===== config.mk =====
export PLATFORM = sky130hd
export DESIGN_NAME = energy_booster_config_regs
export DESIGN_NICKNAME = d
export VERILOG_FILES = /design/src/energy_booster_pkg.sv /design/src/energy_booster_config_regs.sv
export SDC_FILE = /design/constraint.sdc
export NUM_CORES = 1
export LEC_CHECK = 0
export BUFFER_PORTS_ARGS = -buffer_cell sky130_fd_sc_hd__buf_2
export CORE_MARGIN = 5
export CORE_UTILIZATION = 53
export DETAILED_ROUTE_END_ITERATION = 6
export PLACE_DENSITY = 0.86
export REMOVE_ABC_BUFFERS = 1
export SLEW_MARGIN = 20
export SYNTH_ARGS = -nofsm -noshare
export SYNTH_HDL_FRONTEND = slang
export SYNTH_SLANG_ARGS = --single-unit

===== constraint.sdc =====
create_clock -name core_clk -period 4.1 [get_ports core_clk]
set_clock_uncertainty 0.2 [all_clocks]
set_input_delay 0.82 -clock core_clk [delete_from_list [all_inputs] [get_ports core_clk]]
set_output_delay 0.82 -clock core_clk [all_outputs]
set_load 0.005 [all_outputs]

===== src/energy_booster_pkg.sv =====
`default_nettype none
package energy_booster_pkg;

    // ------------------------------------------------------------
    // register offsets
    // ------------------------------------------------------------
    localparam logic [3:0] OFS_STATUS = 4'h0;
    localparam logic [3:0] OFS_GAUGE3 = 4'h1;
    localparam logic [3:0] OFS_GAUGE2 = 4'h2;
    localparam logic [3:0] OFS_GAUGE1 = 4'h3;
    localparam logic [3:0] OFS_GAUGE0 = 4'h4;
    localparam logic [3:0] OFS_STORE_NOW = 4'h5;
    localparam logic [3:0] OFS_TARGET = 4'h6;
    localparam logic [3:0] OFS_INDEX_UPPER = 4'h7;
    localparam logic [3:0] OFS_INDEX_LOWER = 4'h8;
    localparam logic [3:0] OFS_FIXED_EOC = 4'h9;
    localparam logic [3:0] OFS_CHARGE_CFG = 4'hA;
    localparam logic [3:0] OFS_WARN_CFG = 4'hB;
    localparam logic [3:0] OFS_CEILING_CFG = 4'hC;
    localparam logic [3:0] OFS_HEADROOM_CFG = 4'hD;

    // ------------------------------------------------------------
    // field positions (lsb of each field) and the level code width
    // ------------------------------------------------------------
    localparam int BATLOW_LSB = 0;
    localparam int HIZ_BIT = 4;
    localparam int CURRENT_LSB = 5;
    localparam int WARN_LVL_LSB = 0;
    localparam int WARN_EN_BIT = 4;
    localparam int CEILING_BIT = 4;
    localparam int HEADROOM_LSB = 0;
    localparam int INDEX_UPPER_LSB = 0;
    localparam int INDEX_LOWER_LSB = 4;
    localparam int FIXED_EOC_LSB = 4;
    localparam int STATUS_WARN_BIT = 6;
    localparam int LEVEL_CODE_W = 5;

    // ------------------------------------------------------------
    // reset values
    // ------------------------------------------------------------
    localparam logic [2:0] BATLOW_RST = 3'h0;
    localparam logic [2:0] CURRENT_RST = 3'h2;
    localparam logic HIZ_RST = 1'b0;
    localparam logic [3:0] WARN_LVL_RST = 4'h0;
    localparam logic WARN_EN_RST = 1'b0;
    localparam logic CEILING_RST = 1'b0;
    localparam logic [1:0] HEADROOM_RST = 2'h3;
    localparam logic [5:0] PROFILE_RST = 6'h00;
    localparam logic [3:0] FIXED_EOC_RST = 4'h0;

    // ------------------------------------------------------------
    // power states of the charge/active/standby sequencer
    // ------------------------------------------------------------
    typedef enum logic [1:0] {
        PS_STANDBY = 2'b00,
        PS_CHARGE = 2'b01,
        PS_ACTIVE = 2'b10
    } power_state_e;

endpackage

`default_nettype wire


===== src/energy_booster_config_regs.sv =====
// How it works
// - bit 4 of 0x0C picks storage ceiling, 0 = 9.9 V default, 1 = 11.0 V
// - bits 2:0 of 0x0A hold battery low threshold, default 000
// - bits 7:5 of 0x0A pick charge current, default 010; host avoids 101-111
// - bits 3:0 of 0x0B hold early-warning threshold, default 0000
// - bit 4 of 0x0B enables the early-warning comparison
// - bit 4 of 0x0A: 0 ties output to battery, 1 high impedance
// - profile index is 0x07 bits 1:0 above 0x08 bits 7:4
// - index zero means fixed mode, 1 to 63 means learning profile
// - bits 1:0 of 0x0D hold optimization headroom, default 11
// - gauge reads as 32 bits over 0x01..0x04, 0x01 most significant
// - gauge clears when the next charge cycle begins
// - live storage level updates only in charge or active state
// - charge target code loads on entry to charge state
// - 0x05 and 0x06 carry a 5-bit level code in bits 4:0
// - warning flag sets on low store while active, clears at charge start
// - bits 7:4 of 0x09 hold fixed end-of-charge level, default 0000
`timescale 1ns/100ps
`default_nettype none

module energy_booster_config_regs (
    // clock and reset
    input wire logic core_clk,
    input wire logic reset_n,
    // register port from the serial front end
    input wire logic reg_wr,
    input wire logic reg_rd,
    input wire logic [3:0] reg_addr,
    input wire logic [7:0] reg_wdata,
    output logic [7:0] reg_rdata_q,
    output logic reg_rvalid_q,
    // sequencer and measurement inputs
    input wire energy_booster_pkg::power_state_e power_state,
    input wire logic energy_valid,
    input wire logic [31:0] energy_value,
    input wire logic [4:0] store_code_in,
    input wire logic [4:0] target_code_in,
    input wire logic store_below_warn,
    // configuration outputs
    output logic store_ceiling_sel_q,
    output logic [2:0] battery_low_sel_q,
    output logic [2:0] charge_current_sel_q,
    output logic [3:0] warn_level_sel_q,
    output logic warn_enable_q,
    output logic pulse_output_rail_hiz_q,
    output logic [5:0] profile_index_q,
    output logic fixed_mode_q,
    output logic [1:0] headroom_sel_q,
    output logic [3:0] fixed_eoc_level_q,
    // status outputs
    output logic warning_flag_q,
    output logic [4:0] storage_level_now_q,
    output logic [4:0] charge_target_level_q
);
    import energy_booster_pkg::*;

    // ------------------------------------------------------------
    // helpers
    // ------------------------------------------------------------
    // write strobe aimed at one offset
    function automatic logic wr_hit(input logic wr, input logic [3:0] a, input logic [3:0] ofs);
        wr_hit = wr && (a == ofs);
    endfunction

    logic [5:0] profile_d;
    logic store_ceiling_sel_d, warn_enable_d, pulse_output_rail_hiz_d, fixed_mode_d;
    logic [2:0] battery_low_sel_d, charge_current_sel_d;
    logic [3:0] warn_level_sel_d, fixed_eoc_level_d;
    logic [1:0] headroom_sel_d;
    logic warning_flag_d;
    logic [4:0] storage_level_now_d, charge_target_level_d;
    logic [31:0] gauge_q, gauge_d, snap_q, snap_d;
    power_state_e prev_state_q;
    logic charge_start;
    logic [7:0] reg_rdata_d;
    logic reg_rvalid_d;

    // ------------------------------------------------------------
    // configuration fields
    // ------------------------------------------------------------
    // only the named field bits are copied; the rest of a written byte is dropped
    always_comb begin
        store_ceiling_sel_d = store_ceiling_sel_q;
        battery_low_sel_d = battery_low_sel_q;
        charge_current_sel_d = charge_current_sel_q;
        pulse_output_rail_hiz_d = pulse_output_rail_hiz_q;
        warn_level_sel_d = warn_level_sel_q;
        warn_enable_d = warn_enable_q;
        profile_d = profile_index_q;
        headroom_sel_d = headroom_sel_q;
        fixed_eoc_level_d = fixed_eoc_level_q;
        if (wr_hit(reg_wr, reg_addr, OFS_CEILING_CFG)) begin
            store_ceiling_sel_d = reg_wdata[CEILING_BIT];
        end
        if (wr_hit(reg_wr, reg_addr, OFS_CHARGE_CFG)) begin
            battery_low_sel_d = reg_wdata[BATLOW_LSB +: 3];
            // codes 101..111 are stored as written; keeping clear of them is the host's job
            charge_current_sel_d = reg_wdata[CURRENT_LSB +: 3];
            pulse_output_rail_hiz_d = reg_wdata[HIZ_BIT];
        end
        if (wr_hit(reg_wr, reg_addr, OFS_WARN_CFG)) begin
            warn_level_sel_d = reg_wdata[WARN_LVL_LSB +: 4];
            warn_enable_d = reg_wdata[WARN_EN_BIT];
        end
        if (wr_hit(reg_wr, reg_addr, OFS_INDEX_UPPER)) begin
            profile_d[5:4] = reg_wdata[INDEX_UPPER_LSB +: 2];
        end
        if (wr_hit(reg_wr, reg_addr, OFS_INDEX_LOWER)) begin
            profile_d[3:0] = reg_wdata[INDEX_LOWER_LSB +: 4];
        end
        if (wr_hit(reg_wr, reg_addr, OFS_HEADROOM_CFG)) begin
            headroom_sel_d = reg_wdata[HEADROOM_LSB +: 2];
        end
        if (wr_hit(reg_wr, reg_addr, OFS_FIXED_EOC)) begin
            fixed_eoc_level_d = reg_wdata[FIXED_EOC_LSB +: 4];
        end
        // decoded from the next index so mode and index change together
        fixed_mode_d = (profile_d == 6'h00);
    end

    // register the configuration, defaults after reset
    always_ff @(posedge core_clk or negedge reset_n) begin
        if (!reset_n) begin
            store_ceiling_sel_q <= CEILING_RST;
            battery_low_sel_q <= BATLOW_RST;
            charge_current_sel_q <= CURRENT_RST;
            pulse_output_rail_hiz_q <= HIZ_RST;
            warn_level_sel_q <= WARN_LVL_RST;
            warn_enable_q <= WARN_EN_RST;
            profile_index_q <= PROFILE_RST;
            fixed_mode_q <= (PROFILE_RST == 6'h00);
            headroom_sel_q <= HEADROOM_RST;
            fixed_eoc_level_q <= FIXED_EOC_RST;
        end else begin
            store_ceiling_sel_q <= store_ceiling_sel_d;
            battery_low_sel_q <= battery_low_sel_d;
            charge_current_sel_q <= charge_current_sel_d;
            pulse_output_rail_hiz_q <= pulse_output_rail_hiz_d;
            warn_level_sel_q <= warn_level_sel_d;
            warn_enable_q <= warn_enable_d;
            profile_index_q <= profile_d;
            fixed_mode_q <= fixed_mode_d;
            headroom_sel_q <= headroom_sel_d;
            fixed_eoc_level_q <= fixed_eoc_level_d;
        end
    end

    // ------------------------------------------------------------
    // status tracking
    // ------------------------------------------------------------
    assign charge_start = (power_state == PS_CHARGE) && (prev_state_q != PS_CHARGE);

    // gauge, live level, target and warning flag
    always_comb begin
        gauge_d = gauge_q;
        if (charge_start) begin
            gauge_d = 32'h0000_0000;
        end else if (energy_valid) begin
            gauge_d = energy_value;
        end
        storage_level_now_d = storage_level_now_q;
        // standby leakage is deliberately not followed
        if (power_state == PS_CHARGE || power_state == PS_ACTIVE) begin
            storage_level_now_d = store_code_in;
        end
        charge_target_level_d = charge_target_level_q;
        if (charge_start) begin
            charge_target_level_d = target_code_in;
        end
        // set wins over the charge-start clear
        warning_flag_d = warning_flag_q;
        if (charge_start) begin
            warning_flag_d = 1'b0;
        end
        if (power_state == PS_ACTIVE && warn_enable_q && store_below_warn) begin
            warning_flag_d = 1'b1;
        end
    end

    // register status
    always_ff @(posedge core_clk or negedge reset_n) begin
        if (!reset_n) begin
            prev_state_q <= PS_STANDBY;
            gauge_q <= 32'h0000_0000;
            storage_level_now_q <= 5'h00;
            charge_target_level_q <= 5'h00;
            warning_flag_q <= 1'b0;
        end else begin
            prev_state_q <= power_state;
            gauge_q <= gauge_d;
            storage_level_now_q <= storage_level_now_d;
            charge_target_level_q <= charge_target_level_d;
            warning_flag_q <= warning_flag_d;
        end
    end

    // ------------------------------------------------------------
    // read path
    // ------------------------------------------------------------
    // reading the top byte freezes the word so later bytes cannot tear
    always_comb begin
        snap_d = snap_q;
        reg_rdata_d = reg_rdata_q;
        reg_rvalid_d = reg_rd;
        if (reg_rd) begin
            case (reg_addr)
                OFS_STATUS: begin
                    reg_rdata_d = 8'h00;
                    reg_rdata_d[STATUS_WARN_BIT] = warning_flag_q;
                end
                OFS_GAUGE3: begin
                    snap_d = gauge_q;
                    reg_rdata_d = gauge_q[31:24];
                end
                OFS_GAUGE2: reg_rdata_d = snap_q[23:16];
                OFS_GAUGE1: reg_rdata_d = snap_q[15:8];
                OFS_GAUGE0: reg_rdata_d = snap_q[7:0];
                OFS_STORE_NOW: reg_rdata_d = {3'h0, storage_level_now_q};
                OFS_TARGET: reg_rdata_d = {3'h0, charge_target_level_q};
                default: reg_rdata_d = 8'h00;
            endcase
        end
    end

    // register read data
    always_ff @(posedge core_clk or negedge reset_n) begin
        if (!reset_n) begin
            snap_q <= 32'h0000_0000;
            reg_rdata_q <= 8'h00;
            reg_rvalid_q <= 1'b0;
        end else begin
            snap_q <= snap_d;
            reg_rdata_q <= reg_rdata_d;
            reg_rvalid_q <= reg_rvalid_d;
        end
    end
endmodule // energy_booster_config_regs

`default_nettype wire


; ---- Yosys cells after proc, flatten, opt, wreduce, memory -nomap -nowiden
; Index checks and enable logic that the tools add are counted.
[op_classes]
eq_ne = 16
n_mux = 7
reduce_logical = 16
[op_table]
columns = cell, n
row1 = 32-bit two-way mux, 2
row2 = 8-bit case mux with 7 select lines, 1
row3 = 4-bit == test (second input constant), 6
row4 = 4-bit by 3-bit == test with 1-bit output (second input constant), 4
row5 = 1-bit logical AND, 10
row6 = 4-bit by 2-bit == test with 1-bit output (second input constant), 2
row7 = 6-bit logical NOT, 1
row8 = 4-bit by 1-bit == test with 1-bit output (second input constant), 1
row9 = 4-bit logical NOT, 1
row10 = 4-bit two-way mux, 1
row11 = 2-bit nonzero test, 2
row12 = 2-bit by 1-bit == test with 1-bit output (second input constant), 1
row13 = 2-bit == test (second input constant), 1
row14 = 1-bit two-way mux, 2
row15 = 2-bit two-way mux, 1
row16 = 2-bit by 1-bit != test with 1-bit output (second input constant), 1
row17 = 2-bit AND reduction, 1
row18 = 1-bit logical OR, 1
[word_totals]
ff_bits = 104
inputBits = 62
output_inout_bits = 46
elab_cells = 57

; ---- Logic depth before layout (Yosys ltp)
; Gate-level depths: netlist of run 1.
[depth]
word_depth = 4
depth_mapped = 6

; ---- Worst setup path after synthesis of run 1
; Ideal clock, no wire load.
[synth_timing]
path_kind = input-to-reg
start = input reg_addr[2]
end = register fixed_mode_q
arrival_ns = 2.169
setup_slack_ns = 1.626
cell_stages = 5
path_cell_list = buf_2 > or3_1 > clkbuf_2 > or4_4 > a2111oi_2
[synth_via]
elab_chain_len = 4
word_cells_on_any_way = 7
[synth_lines]
columns = element, line
row1 = "start, declared", energy_booster_config_regs.sv:28  ; input wire logic [3:0] reg_addr,
row2 = 4-bit == test / 4-bit by 3-bit == test with 1-bit output (equally long branches), energy_booster_config_regs.sv:62  ; wr_hit = wr && (a == ofs);
row3 = 1-bit logical AND, energy_booster_config_regs.sv:62
row4 = 4-bit two-way mux / 2-bit two-way mux (equally long branches), "energy_booster_config_regs.sv:108, energy_booster_config_regs.sv:105"
row5 = 6-bit logical NOT *, energy_booster_config_regs.sv:118  ; fixed_mode_d = (profile_d == 6'h00);
row6 = named net fixed_mode_d, energy_booster_config_regs.sv:66  ; logic store_ceiling_sel_d, warn_enable_d, pulse_output_rail_hiz_d, fixed_mode_d;
row7 = "end signal, assigned", energy_booster_config_regs.sv:131  ; fixed_mode_q <= (PROFILE_RST == 6'h00);
row8 = "end signal, assigned", energy_booster_config_regs.sv:142  ; fixed_mode_q <= fixed_mode_d;
row9 = "end, declared", energy_booster_config_regs.sv:47  ; output logic fixed_mode_q,
; The timed path passes the listed nets; every way through them passes the cells marked *.
; A chain may end at the register's enable or synchronous reset.

; ---- Worst setup path in the final report of run 1
[layout_timing]
start = input reg_addr[2]
end = register snap_q[10]
[layout_via]
elab_chain_len = 2
[layout_lines]
columns = element, line
row1 = 4-bit by 1-bit == test with 1-bit output, energy_booster_config_regs.sv:206  ; case (reg_addr)
row2 = 2-bit AND reduction (no source line), --
row3 = "end signal, assigned", energy_booster_config_regs.sv:232  ; snap_q <= snap_d;
row4 = "end, declared", energy_booster_config_regs.sv:72  ; logic [31:0] gauge_q, gauge_d, snap_q, snap_d;
; Every way passes these cells.

==> impl_metrics.env, run 1 <==
export IMPL_status="finished clean"
export IMPL_seq_area_frac_synth_pct=58.79
export IMPL_min_to="snap_q[3]"
export IMPL_slowest_delay_ns=0.70
export IMPL_root_buffer="clkbuf_8"
export IMPL_timing_critical_path_buf_inv=2
export IMPL_insertion_delay_ns=0.37
export IMPL_ys_types=40
export IMPL_ant_nets=0
export IMPL_drive_gt1_share_pct=45.68
export IMPL_setup_violations_final=0
export IMPL_diodes=0
export IMPL_synth_area_per_cell_um2=13.36
export IMPL_io_buffers=107
export IMPL_required_ns=4.16
export IMPL_io_pins=108
export IMPL_die_area_um2=10300
export IMPL_ctsHoldBuffers=0
export IMPL_route_detailed_drc=0
export IMPL_p_leak_nw=2.634
export IMPL_grt_ovfl_total=0
export IMPL_slowest_stage="nand4b_1"
export IMPL_grt_max_degree=71
export IMPL_syn_inst=332
export IMPL_final_nets=499
export IMPL_whs_path_depth=1
export IMPL_core_rowCount=33
export IMPL_setup_tns_ns=0
export IMPL_num_vias=3008
export IMPL_syn2layout_area_growth_pct=18.45
export IMPL_rr_startpoint="prev_state_q[0]"
export IMPL_vias_per_cell=5.519
export IMPL_cts_tree="yes"
export IMPL_p_total_w=0.002355
export IMPL_rr_worst_depth=2
export IMPL_cts_sinks=104
export IMPL_pwr_density_cell_nw_per_um2=448.2
export IMPL_fin_crit_ns=2.650
export IMPL_first_pass_iters=4
export IMPL_synthAdderAreaFrac_pct=0.5642
export IMPL_drt_iter0_drc=157
export IMPL_cap_violations=0
export IMPL_hold_viol=0
export IMPL_worst_pin_slew_ns=0.9915
export IMPL_grt_usage_pct=20.32
export IMPL_final_common_cell="buf_2"
export IMPL_path_cells="buf_2 > nor2_1 > nand4b_1 > buf_4 > mux2_2"
export IMPL_grt_pass1_vias=3099
export IMPL_die_x_um=101.5
export IMPL_synth_compound_area_share_pct=5.585
export IMPL_path_max_fanout=19
export IMPL_regToRegEndpoint="charge_target_level_q[3]"
export IMPL_grt_pass1_wl_mm=16.10
export IMPL_crit_type="input pin to flop"
export IMPL_wirelength_mm=10.13
export IMPL_ys_ff_latch=104
export IMPL_final_cell_mix="buf_2 (106), dfrtp_1 (100), mux2_2 (65), mux2i_1 (39), nor2_1 (37)"
export IMPL_finalWeightedCongestion=0.7848
export IMPL_slew_headroom_pct=33.90
export IMPL_peakVddDrop_uv=201.9
export IMPL_core_um2=8175
export IMPL_die_y_um=101.5
export IMPL_clk_pin_slew_ns=0.10
export IMPL_crit_cells=5
export IMPL_synthSimpleGateAreaFrac_pct=6.939
export IMPL_antenna_found_initial=0
export IMPL_cts_max_path_buffers=2
export IMPL_slew_violations=0
export IMPL_cts_setup_buffers=0
export IMPL_placed_area_um2=5066
export IMPL_synthesis_area_um2=4436
export IMPL_crit_family="simple AND/OR/NAND/NOR gates"
export IMPL_min_path_type="flop to flop"
export IMPL_yosysWarningCount=0
export IMPL_fin_area_um2=5254
export IMPL_synth_xor_xnor_area_share_pct=0
export IMPL_clock_fmax_mhz=377.4
export IMPL_rsz0062_at_grt="false"
export IMPL_worstHoldStart="snap_q[3]"
export IMPL_arrival_ns=2.71
export IMPL_cp_start_kind="input pin"
export IMPL_cts_max_level=3
export IMPL_cts_inserted_buffers=9
export IMPL_dp_hpwl_mm=7.525
export IMPL_cts_resized=0
export IMPL_min_period_over_period_pct=64.63
export IMPL_synth_top_family_by_area="multiplexers"
export IMPL_synth_mux_area_share_pct=25.30
export IMPL_cp_end_kind="flop"
export IMPL_r2r_setup_slack_ns=2.44
export IMPL_start_util_pct=54.25
export IMPL_post_drt_wl_per_cell_um=18.59
## Yosys cell counts
cell type	instances	share of area [%]
clkbuf_1	12	1.0
a2bb2oi_1	1	0.20
buf_2	3	0.34
and2b_1	1	0.17
nand4b_1	1	0.20
buf_6	1	0.25
inv_1	10	0.85
and4b_1	1	0.23
nor2_1	37	3.1
or3_1	1	0.14
o21ai_0	1	0.11
o32ai_1	4	0.79
o31a_1	1	0.20
mux2i_1	39	8.8
nand3b_1	1	0.17
dfrtp_1	100	56
nand2_1	8	0.68
buf_1	3	0.25
ha_1	2	0.56
o32a_1	2	0.45
nor2b_1	5	0.71
nand4_1	1	0.14
o22ai_1	3	0.42
or4_4	1	0.25
mux2_2	65	17
nor3b_1	2	0.34
a22o_1	1	0.20
nand3_1	2	0.23
nand3b_4	1	0.45
a32oi_1	1	0.20
a21boi_0	1	0.17
a22oi_1	3	0.51
a221oi_1	4	0.79
a21oi_1	1	0.11
nor3_1	1	0.11
clkbuf_2	1	0.11
a2111oi_2	1	0.34
dfstp_2	4	2.4
o2bb2ai_1	1	0.20
o211a_1	4	0.90
## layer usage
| layer | GRT usage [%] | vias to the layer above | wire length, µm |
|---|---|---|---|
| li1 | - | 1380 | - |
| met1 | 27.48 | 1504 | 4208 |
| met2 | 32.70 | 112 | 4991 |
| met3 | 4.890 | 12 | 805 |
| met4 | 6.339 | 0 | 129 |
| met5 | 0 | - | 0 |
## worst reg2reg max path, stage by stage (launching register included)
cell      delay [ns]
dfrtp_1         0.40
a21boi_4        0.53
mux2_2          0.41
## state kept, by name, indices dropped and copies added, names as in the netlist
signal,count
fixed_eoc_level_q,4
store_ceiling_sel_q,1
pulse_output_rail_hiz_q,1
warn_enable_q,1
charge_current_sel_q,3
reg_rdata_q,8
snap_q,24
prev_state_q,2
fixed_mode_q,1
reg_rvalid_q,1
headroom_sel_q,2
warn_level_sel_q,4
warning_flag_q,1
gauge_q,32
storage_level_now_q,5
battery_low_sel_q,3
charge_target_level_q,5
profile_index_q,6
## per-stage QoR
stage          cells  hold slack (ns)  setup WS, ns  utilization (%)
6_report         545           0.3119         1.450            64.26
5_1_grt          545           0.3285         1.246            64.26
3_5_place_dp     529           0.2930         1.045            61.97
4_1_cts          545           0.3151         1.424            64.26
2_1_floorplan    312           0.2739        0.1879                -
3_3_place_gp     529           0.2819         1.128            61.97
## worst max-delay path by stage
stage	start	slack, ns	to
finish	reg_addr[2]	1.45	snap_q[10]
global placement	reg_addr[0]	1.13	snap_q[6]
floorplan	power_state[1]	0.19	charge_target_level_q[0]
detailed placement	reg_addr[2]	1.05	snap_q[14]
CTS	reg_addr[2]	1.42	snap_q[14]
global route	reg_addr[2]	1.25	snap_q[14]
## kinds of logic (layout without fill, tap and decap cells)
logic type | after synthesis | count (layout)
adders and majority gates | 2 | 2
and+or+nand+nor | 63 | 63
muxes | 104 | 104
AOI/OAI and AO/OA | 29 | 29
DFF | 104 | 104
buffers and inverters | 30 | 138
## cell type report
| type | instances | area [µm²] |
|---|---|---|
| clock inverters | 7 | 63.81 |
| fillers | 644 | 2922 |
| inverters | 10 | 37.54 |
| flip-flops and latches | 104 | 2608 |
| repair buffers | 112 | 575.6 |
| well taps | 105 | 131.4 |
| multi-input cells | 198 | 1714 |
| clock buffers | 9 | 123.9 |
## report_power, final
group	internal, W	total [W]	switching [W]
registers	0.00120	0.00131	0.000103
logic	0.000242	0.000436	0.000195
clock network	0.000233	0.000610	0.000377
Power figures use the tool's default switching activity.
==> run 2, diff against run 1 <==
Settings changed: ABC_AREA set to 1, CORE_UTILIZATION 53 to 48, PLACE_DENSITY 0.86 to 0.82.
Clock period 4.1 ns to 2.2 ns, I/O delays scaled along.
==> impl_metrics.env, run 2 <==
export IMPL_status="finished clean"
export IMPL_synth_common_cells="nand2_1 (133), dfrtp_1 (100), inv_1 (92)"
export IMPL_intPower_w=0.003108
export IMPL_power_share_sequential_pct=54.3
export IMPL_insertion_delay_ns=0.37
export IMPL_core_um2=9284
export IMPL_start_util_pct=49.25
export IMPL_required_ns=2.27
export IMPL_grt_max_degree=56
export IMPL_seq_area_um2=2608
export IMPL_slew_violations=0
export IMPL_ys_types=25
export IMPL_seq_area_frac_synth_pct=57.03
export IMPL_synth_edf_count=0
export IMPL_pre_cts_slack_ns=0.2162
export IMPL_path_max_fanout=15
export IMPL_io_pins=108
export IMPL_arrival_ns=2.11
export IMPL_grt_usage_pct=20.22
export IMPL_min_period_over_period_pct=92.82
export IMPL_syn2layout_area_growth_pct=20.47
export IMPL_placed_area_um2=5266
export IMPL_fin_crit_ns=2.042
export IMPL_synthesis_area_um2=4572
export IMPL_min_path_type="input pin to flop"
export IMPL_cp_end_kind="flop"
export IMPL_root_buffer="clkbuf_8"
export IMPL_die_x_um=107.6
export IMPL_cap_violations=0
export IMPL_final_cell_mix="nand2_1 (133), buf_2 (106), dfrtp_1 (100), inv_1 (92), nor2_1 (48)"
export IMPL_utilization_pct=59.33
export IMPL_wirelength_mm=11.24
export IMPL_grt_pass1_wl_mm=18.59
export IMPL_cts_sinks=104
export IMPL_clk_pin_slew_ns=0.10
export IMPL_first_pass_iters=5
export IMPL_synth_area_leaders="dfrtp_1 (55%), nand2_1 (11%), inv_1 (7.6%)"
export IMPL_core_rowCount=35
export IMPL_final_nets=703
export IMPL_swShare_pct=28.84
export IMPL_worst_pin_slew_ns=0.8691
export IMPL_fill_cells=816
export IMPL_peakVddDrop_uv=313.0
export IMPL_dp_cells=754
export IMPL_num_vias=3853
export IMPL_setup_violations_final=0
export IMPL_clockPowerShare_pct=28.5
export IMPL_cts_inserted_buffers=9
export IMPL_rsz0062_at_grt="false"
export IMPL_cts_max_path_buffers=2
export IMPL_io_buffers=107
export IMPL_hold_viol=0
export IMPL_cts_tree="yes"
export IMPL_grt_pass1_vias=3915
export IMPL_final_cells=773
export IMPL_pwr_density_cell_nw_per_um2=793.1
export IMPL_ys_flop_type="dfrtp_1"
export IMPL_antenna_found_initial=0
export IMPL_syn_inst=529
export IMPL_yosysWarningCount=0
export IMPL_cts_max_level=3
export IMPL_cp_start_kind="input pin"
export IMPL_grt_ovfl_total=0
export IMPL_regMostFlops="gauge_q"
export IMPL_yosys_area_top_type="dfrtp_1"
export IMPL_clock_fmax_mhz=489.7
export IMPL_route_detailed_drc=0
export IMPL_reg_largest_list="gauge_q x32, snap_q x24, reg_rdata_q x8"
export IMPL_crit_type="input pin to flop"
export IMPL_fin_area_um2=5508
export IMPL_final_common_cell="nand2_1"
export IMPL_diodes=0
export IMPL_die_y_um=107.6
export IMPL_ant_nets=0
export IMPL_drt_iter0_drc=211
export IMPL_vias_per_cell=4.984
export IMPL_setup_ws_ns=0.1579
export IMPL_power_net_switching_w=0.001260
export IMPL_p_leak_nw=3.078
export IMPL_cts_setup_buffers=0
export IMPL_synth_area_per_cell_um2=8.643
export IMPL_ys_ff_latch=104
export IMPL_synthArstFlopShare_pct=100.0
export IMPL_slew_headroom_pct=41.84
export IMPL_yosysTopAreaCellShare_pct=54.73
export IMPL_drive_gt1_share_pct=24.84
export IMPL_post_drt_wl_per_cell_um=14.54
export IMPL_finalWeightedCongestion=0.9334
export IMPL_largest_reg_flops=32
export IMPL_dp_hpwl_mm=8.316
export IMPL_die_area_um2=11580
export IMPL_multi_input_area_um2=1505
export IMPL_synth_most_common_cell="nand2_1"
export IMPL_p_comb_share_pct=17.2
run 2: cell types whose count changed in the layout (fill, tap and decap cells not counted), sizes merged, moves of 5 or more:
cell	previous run	this run
a31oi	0	33
nand2	8	135
nand3	2	28
nor2b	5	0
inv	13	96
mux2	65	11
o21ai	1	43
mux2i	39	0
nor2	37	54
run 2: area by class of cell:
type / count / share of cell area (%)
Multi-Input combinational cell: 312 / 27.33
Sequential cell: 104 / 47.34
Inverter: 93 / 6.338
Timing Repair Buffer: 119 / 12.22
Clock inverter: 6 / 1.340
Tap cell: 129 / 2.930
Clock buffer: 10 / 2.499
run 2: power by group through the flow:
stage / sequential (W) / clock, W / combinational (W)
after floorplan: 0.00238 / 0 / 0.000362
after global placement: 0.00239 / 0 / 0.000719
after detailed placement: 0.00241 / 0 / 0.000751
after CTS: 0.00237 / 0.00127 / 0.000762
after global routing: 0.00240 / 0.00135 / 0.000862
final: 0.00237 / 0.00125 / 0.000749
run 2: what timing repair did:
item | CTS | global route
endpoints found under the hold margin | 22 | 0
hold buffers | 3 | 0
gates resized for setup | 0 | 0
run 2: critical path: stages:
cell           delay [ns]
dlygate4sd3_1        0.53
buf_2                0.14
ha_1                 0.18
nand2_1              0.18
buf_4                0.26
mux2_2               0.36
run 2: cells by family (layout without fill, tap and decap cells):
family          Yosys count  in the layout  share of synthesized area, %
compound gates           79             79                         10.04
fa+ha+maj                 2              2                        0.5473
buf+inv                 113            228                         10.04
flops                   104            104                         57.03
mux                      11             11                         2.709
simple gates            220            220                         19.62
run 2: final timing paths:
kind | slack [ns] | endpoint | cells past startpoint | startpoint
max in group asynchronous | 0.78 | headroom_sel_q[0] | 3 | reset_n
hold reg to reg | 0.29 | fixed_eoc_level_q[3] | 2 | fixed_eoc_level_q[3]
hold / removal | 0.07 | gauge_q[29] | 3 | energy_value[29]
min in group asynchronous | 0.30 | profile_index_q[1] | 2 | reset_n
setup / recovery | 0.16 | charge_target_level_q[3] | 6 | power_state[0]
setup reg to reg | 0.63 | charge_target_level_q[3] | 5 | prev_state_q[1]
run 2: metal layers:
metal	vias to the layer above	track usage (%)	share of wire, %
met5	-	0	0
met4	0	8.656	3.0
met3	28	4.199	7.1
met2	152	33.17	49
met1	1801	25.95	41
li1	1872	-	-
run 2: through the flow:
| stage | power [W] | hold WS [ns] | setup TNS [ns] |
|---|---|---|---|
| finish | 0.004368 | 0.06670 | 0 |
| global route | 0.004611 | 0.06572 | 0 |
| CTS | 0.004401 | 0.05613 | 0 |
| detailed placement | 0.003156 | 0.1613 | 0 |
| global placement | 0.003111 | 0.1604 | 0 |
| floorplan | 0.002737 | -0.05559 | -11.31 |
==> run 3, diff against run 2 <==
Settings changed: ABC_AREA 1 to unset, PLACE_DENSITY 0.82 to 0.83.
==> impl_metrics.env, run 3 (same netlist as run 1, synthesis figures left out) <==
export IMPL_antenna_found_initial=0
export IMPL_top_layer_used="met4"
export IMPL_cts_setup_buffers=0
export IMPL_finalWeightedCongestion=0.8351
export IMPL_drt_iter0_drc=120
export IMPL_insertion_delay_ns=0.36
export IMPL_cts_inserted_buffers=9
export IMPL_wirelength_mm=10.06
export IMPL_start_util_pct=48.70
export IMPL_whs_path_depth=2
export IMPL_placed_area_um2=5214
export IMPL_grt_pass1_vias=3289
export IMPL_grt_pass1_wl_mm=16.63
export IMPL_grt_usage_pct=18.84
export IMPL_crit_type="input pin to flop"
export IMPL_min_to="storage_level_now_q[1]"
export IMPL_core_rowCount=35
export IMPL_clk_pin_slew_ns=0.09
export IMPL_die_y_um=106.1
export IMPL_final_common_cell="buf_2"
export IMPL_grt_ovfl_total=0
export IMPL_worst_pin_slew_ns=0.4269
export IMPL_setup_violations_final=0
export IMPL_min_path_type="input pin to flop"
export IMPL_io_buffers=107
export IMPL_wl_met3_um=803
export IMPL_rr_worst_depth=3
export IMPL_cp_start_kind="input pin"
export IMPL_grt_max_degree=38
export IMPL_timing_critical_path_buf_inv=4
export IMPL_path_max_fanout=28
export IMPL_reg_largest_list="gauge_q x32, snap_q x24, reg_rdata_q x8"
export IMPL_io_pins=108
export IMPL_rr_startpoint="gauge_q[25]"
export IMPL_diodes=0
export IMPL_cts_resized=0
export IMPL_worstHoldStart="store_code_in[1]"
export IMPL_setup_tns_ns=0
export IMPL_ctsHoldBuffers=3
export IMPL_regToRegEndpoint="reg_rdata_q[1]"
export IMPL_status="finished clean"
export IMPL_ant_nets=0
export IMPL_dp_hpwl_mm=7.573
export IMPL_peakVddDrop_uv=347.7
export IMPL_crit_start="power_state[1]"
export IMPL_post_drt_wl_per_cell_um=17.78
export IMPL_met1_length_mm=4.344
export IMPL_cts_max_level=3
export IMPL_slew_headroom_pct=71.54
export IMPL_clock_fmax_mhz=497.3
export IMPL_first_pass_iters=4
export IMPL_p_leak_nw=2.708
export IMPL_arrival_ns=2.06
export IMPL_final_cells=566
export IMPL_syn2layout_area_growth_pct=22.00
export IMPL_min_period_over_period_pct=91.41
export IMPL_die_area_um2=11260
export IMPL_vias_per_cell=5.406
export IMPL_dp_cells=547
export IMPL_final_cell_mix="buf_2 (106), dfrtp_1 (100), mux2_2 (65), mux2i_1 (39), nor2_1 (37)"
export IMPL_fin_area_um2=5411
export IMPL_fin_crit_ns=2.011
export IMPL_core_um2=9109
export IMPL_hold_ws_ns=0.1004
export IMPL_cp_end_kind="flop"
export IMPL_cap_violations=0
export IMPL_die_x_um=106.1
export IMPL_r2r_setup_slack_ns=0.76
export IMPL_crit_family="buffers and inverters"
export IMPL_path_cells="dlygate4sd3_1 > buf_2 > inv_1 > ha_1 > a21boi_4 > buf_12 > mux2_2"
export IMPL_pwr_density_cell_nw_per_um2=798.6
export IMPL_routed_wl_met2_mm=4.830
export IMPL_cts_sinks=104
export IMPL_rsz0062_at_grt="false"
export IMPL_slew_violations=0
export IMPL_slowest_stage="dlygate4sd3_1"
export IMPL_slowest_delay_ns=0.55
export IMPL_cts_max_path_buffers=2
export IMPL_required_ns=2.25
export IMPL_cts_tree="yes"
export IMPL_route_detailed_drc=0
export IMPL_num_vias=3060
export IMPL_regMostFlops="gauge_q"
export IMPL_final_nets=514
export IMPL_hold_viol=0
export IMPL_largest_reg_flops=32
export IMPL_drive_gt1_share_pct=45.93
export IMPL_root_buffer="clkbuf_8"
[run 3: worst max path at each step]
stage	end	cells after the start
after floorplan	charge_target_level_q[0]	4
after global placement	fixed_mode_q	5
after detailed placement	fixed_mode_q	6
after CTS	charge_target_level_q[1]	7
after global routing	charge_target_level_q[1]	7
final	charge_target_level_q[4]	7
[run 3: layout make-up]
cell class / count / area (µm²)
Clock inverter: 2 / 15.01
Tap cell: 111 / 138.9
Clock buffer: 14 / 152.6
Timing Repair Buffer: 127 / 745.7
Multi-Input combinational cell: 198 / 1714
Sequential cell: 104 / 2608
Inverter: 10 / 37.54
Fill cell: 763 / 3697
[run 3: power by group]
part / leakage (nW) / switching, W / internal [W]
combinational: 1.34 / 0.000360 / 0.000474
clock: 0.0769 / 0.000607 / 0.000445
sequential: 1.29 / 0.000190 / 0.00225
[run 3: worst register-to-register path: cells and delay by family (launching register included)]
family | cells | cell delay, ns
AOI/OAI and AO/OA | 2 | 0.43
DFF | 1 | 0.41
muxes | 1 | 0.27
[run 3: per-layer routing]
layer | GRT usage, % | vias to the layer above
li1 | - | 1413
met1 | 24.38 | 1529
met5 | 0 | -
met2 | 30.77 | 108
met3 | 6.011 | 10
met4 | 4.810 | 0
[run 3: per-stage QoR]
stage | setup slack [ns] | util (%) | power (W)
3_3_place_gp | 0.08050 | 57.24 | 0.003264
3_5_place_dp | 0.04657 | 57.24 | 0.003318
5_1_grt | 0.1707 | 59.41 | 0.004576
6_report | 0.1890 | 59.41 | 0.004321
2_1_floorplan | -1.332 | - | 0.002853
4_1_cts | 0.2050 | 59.41 | 0.004366
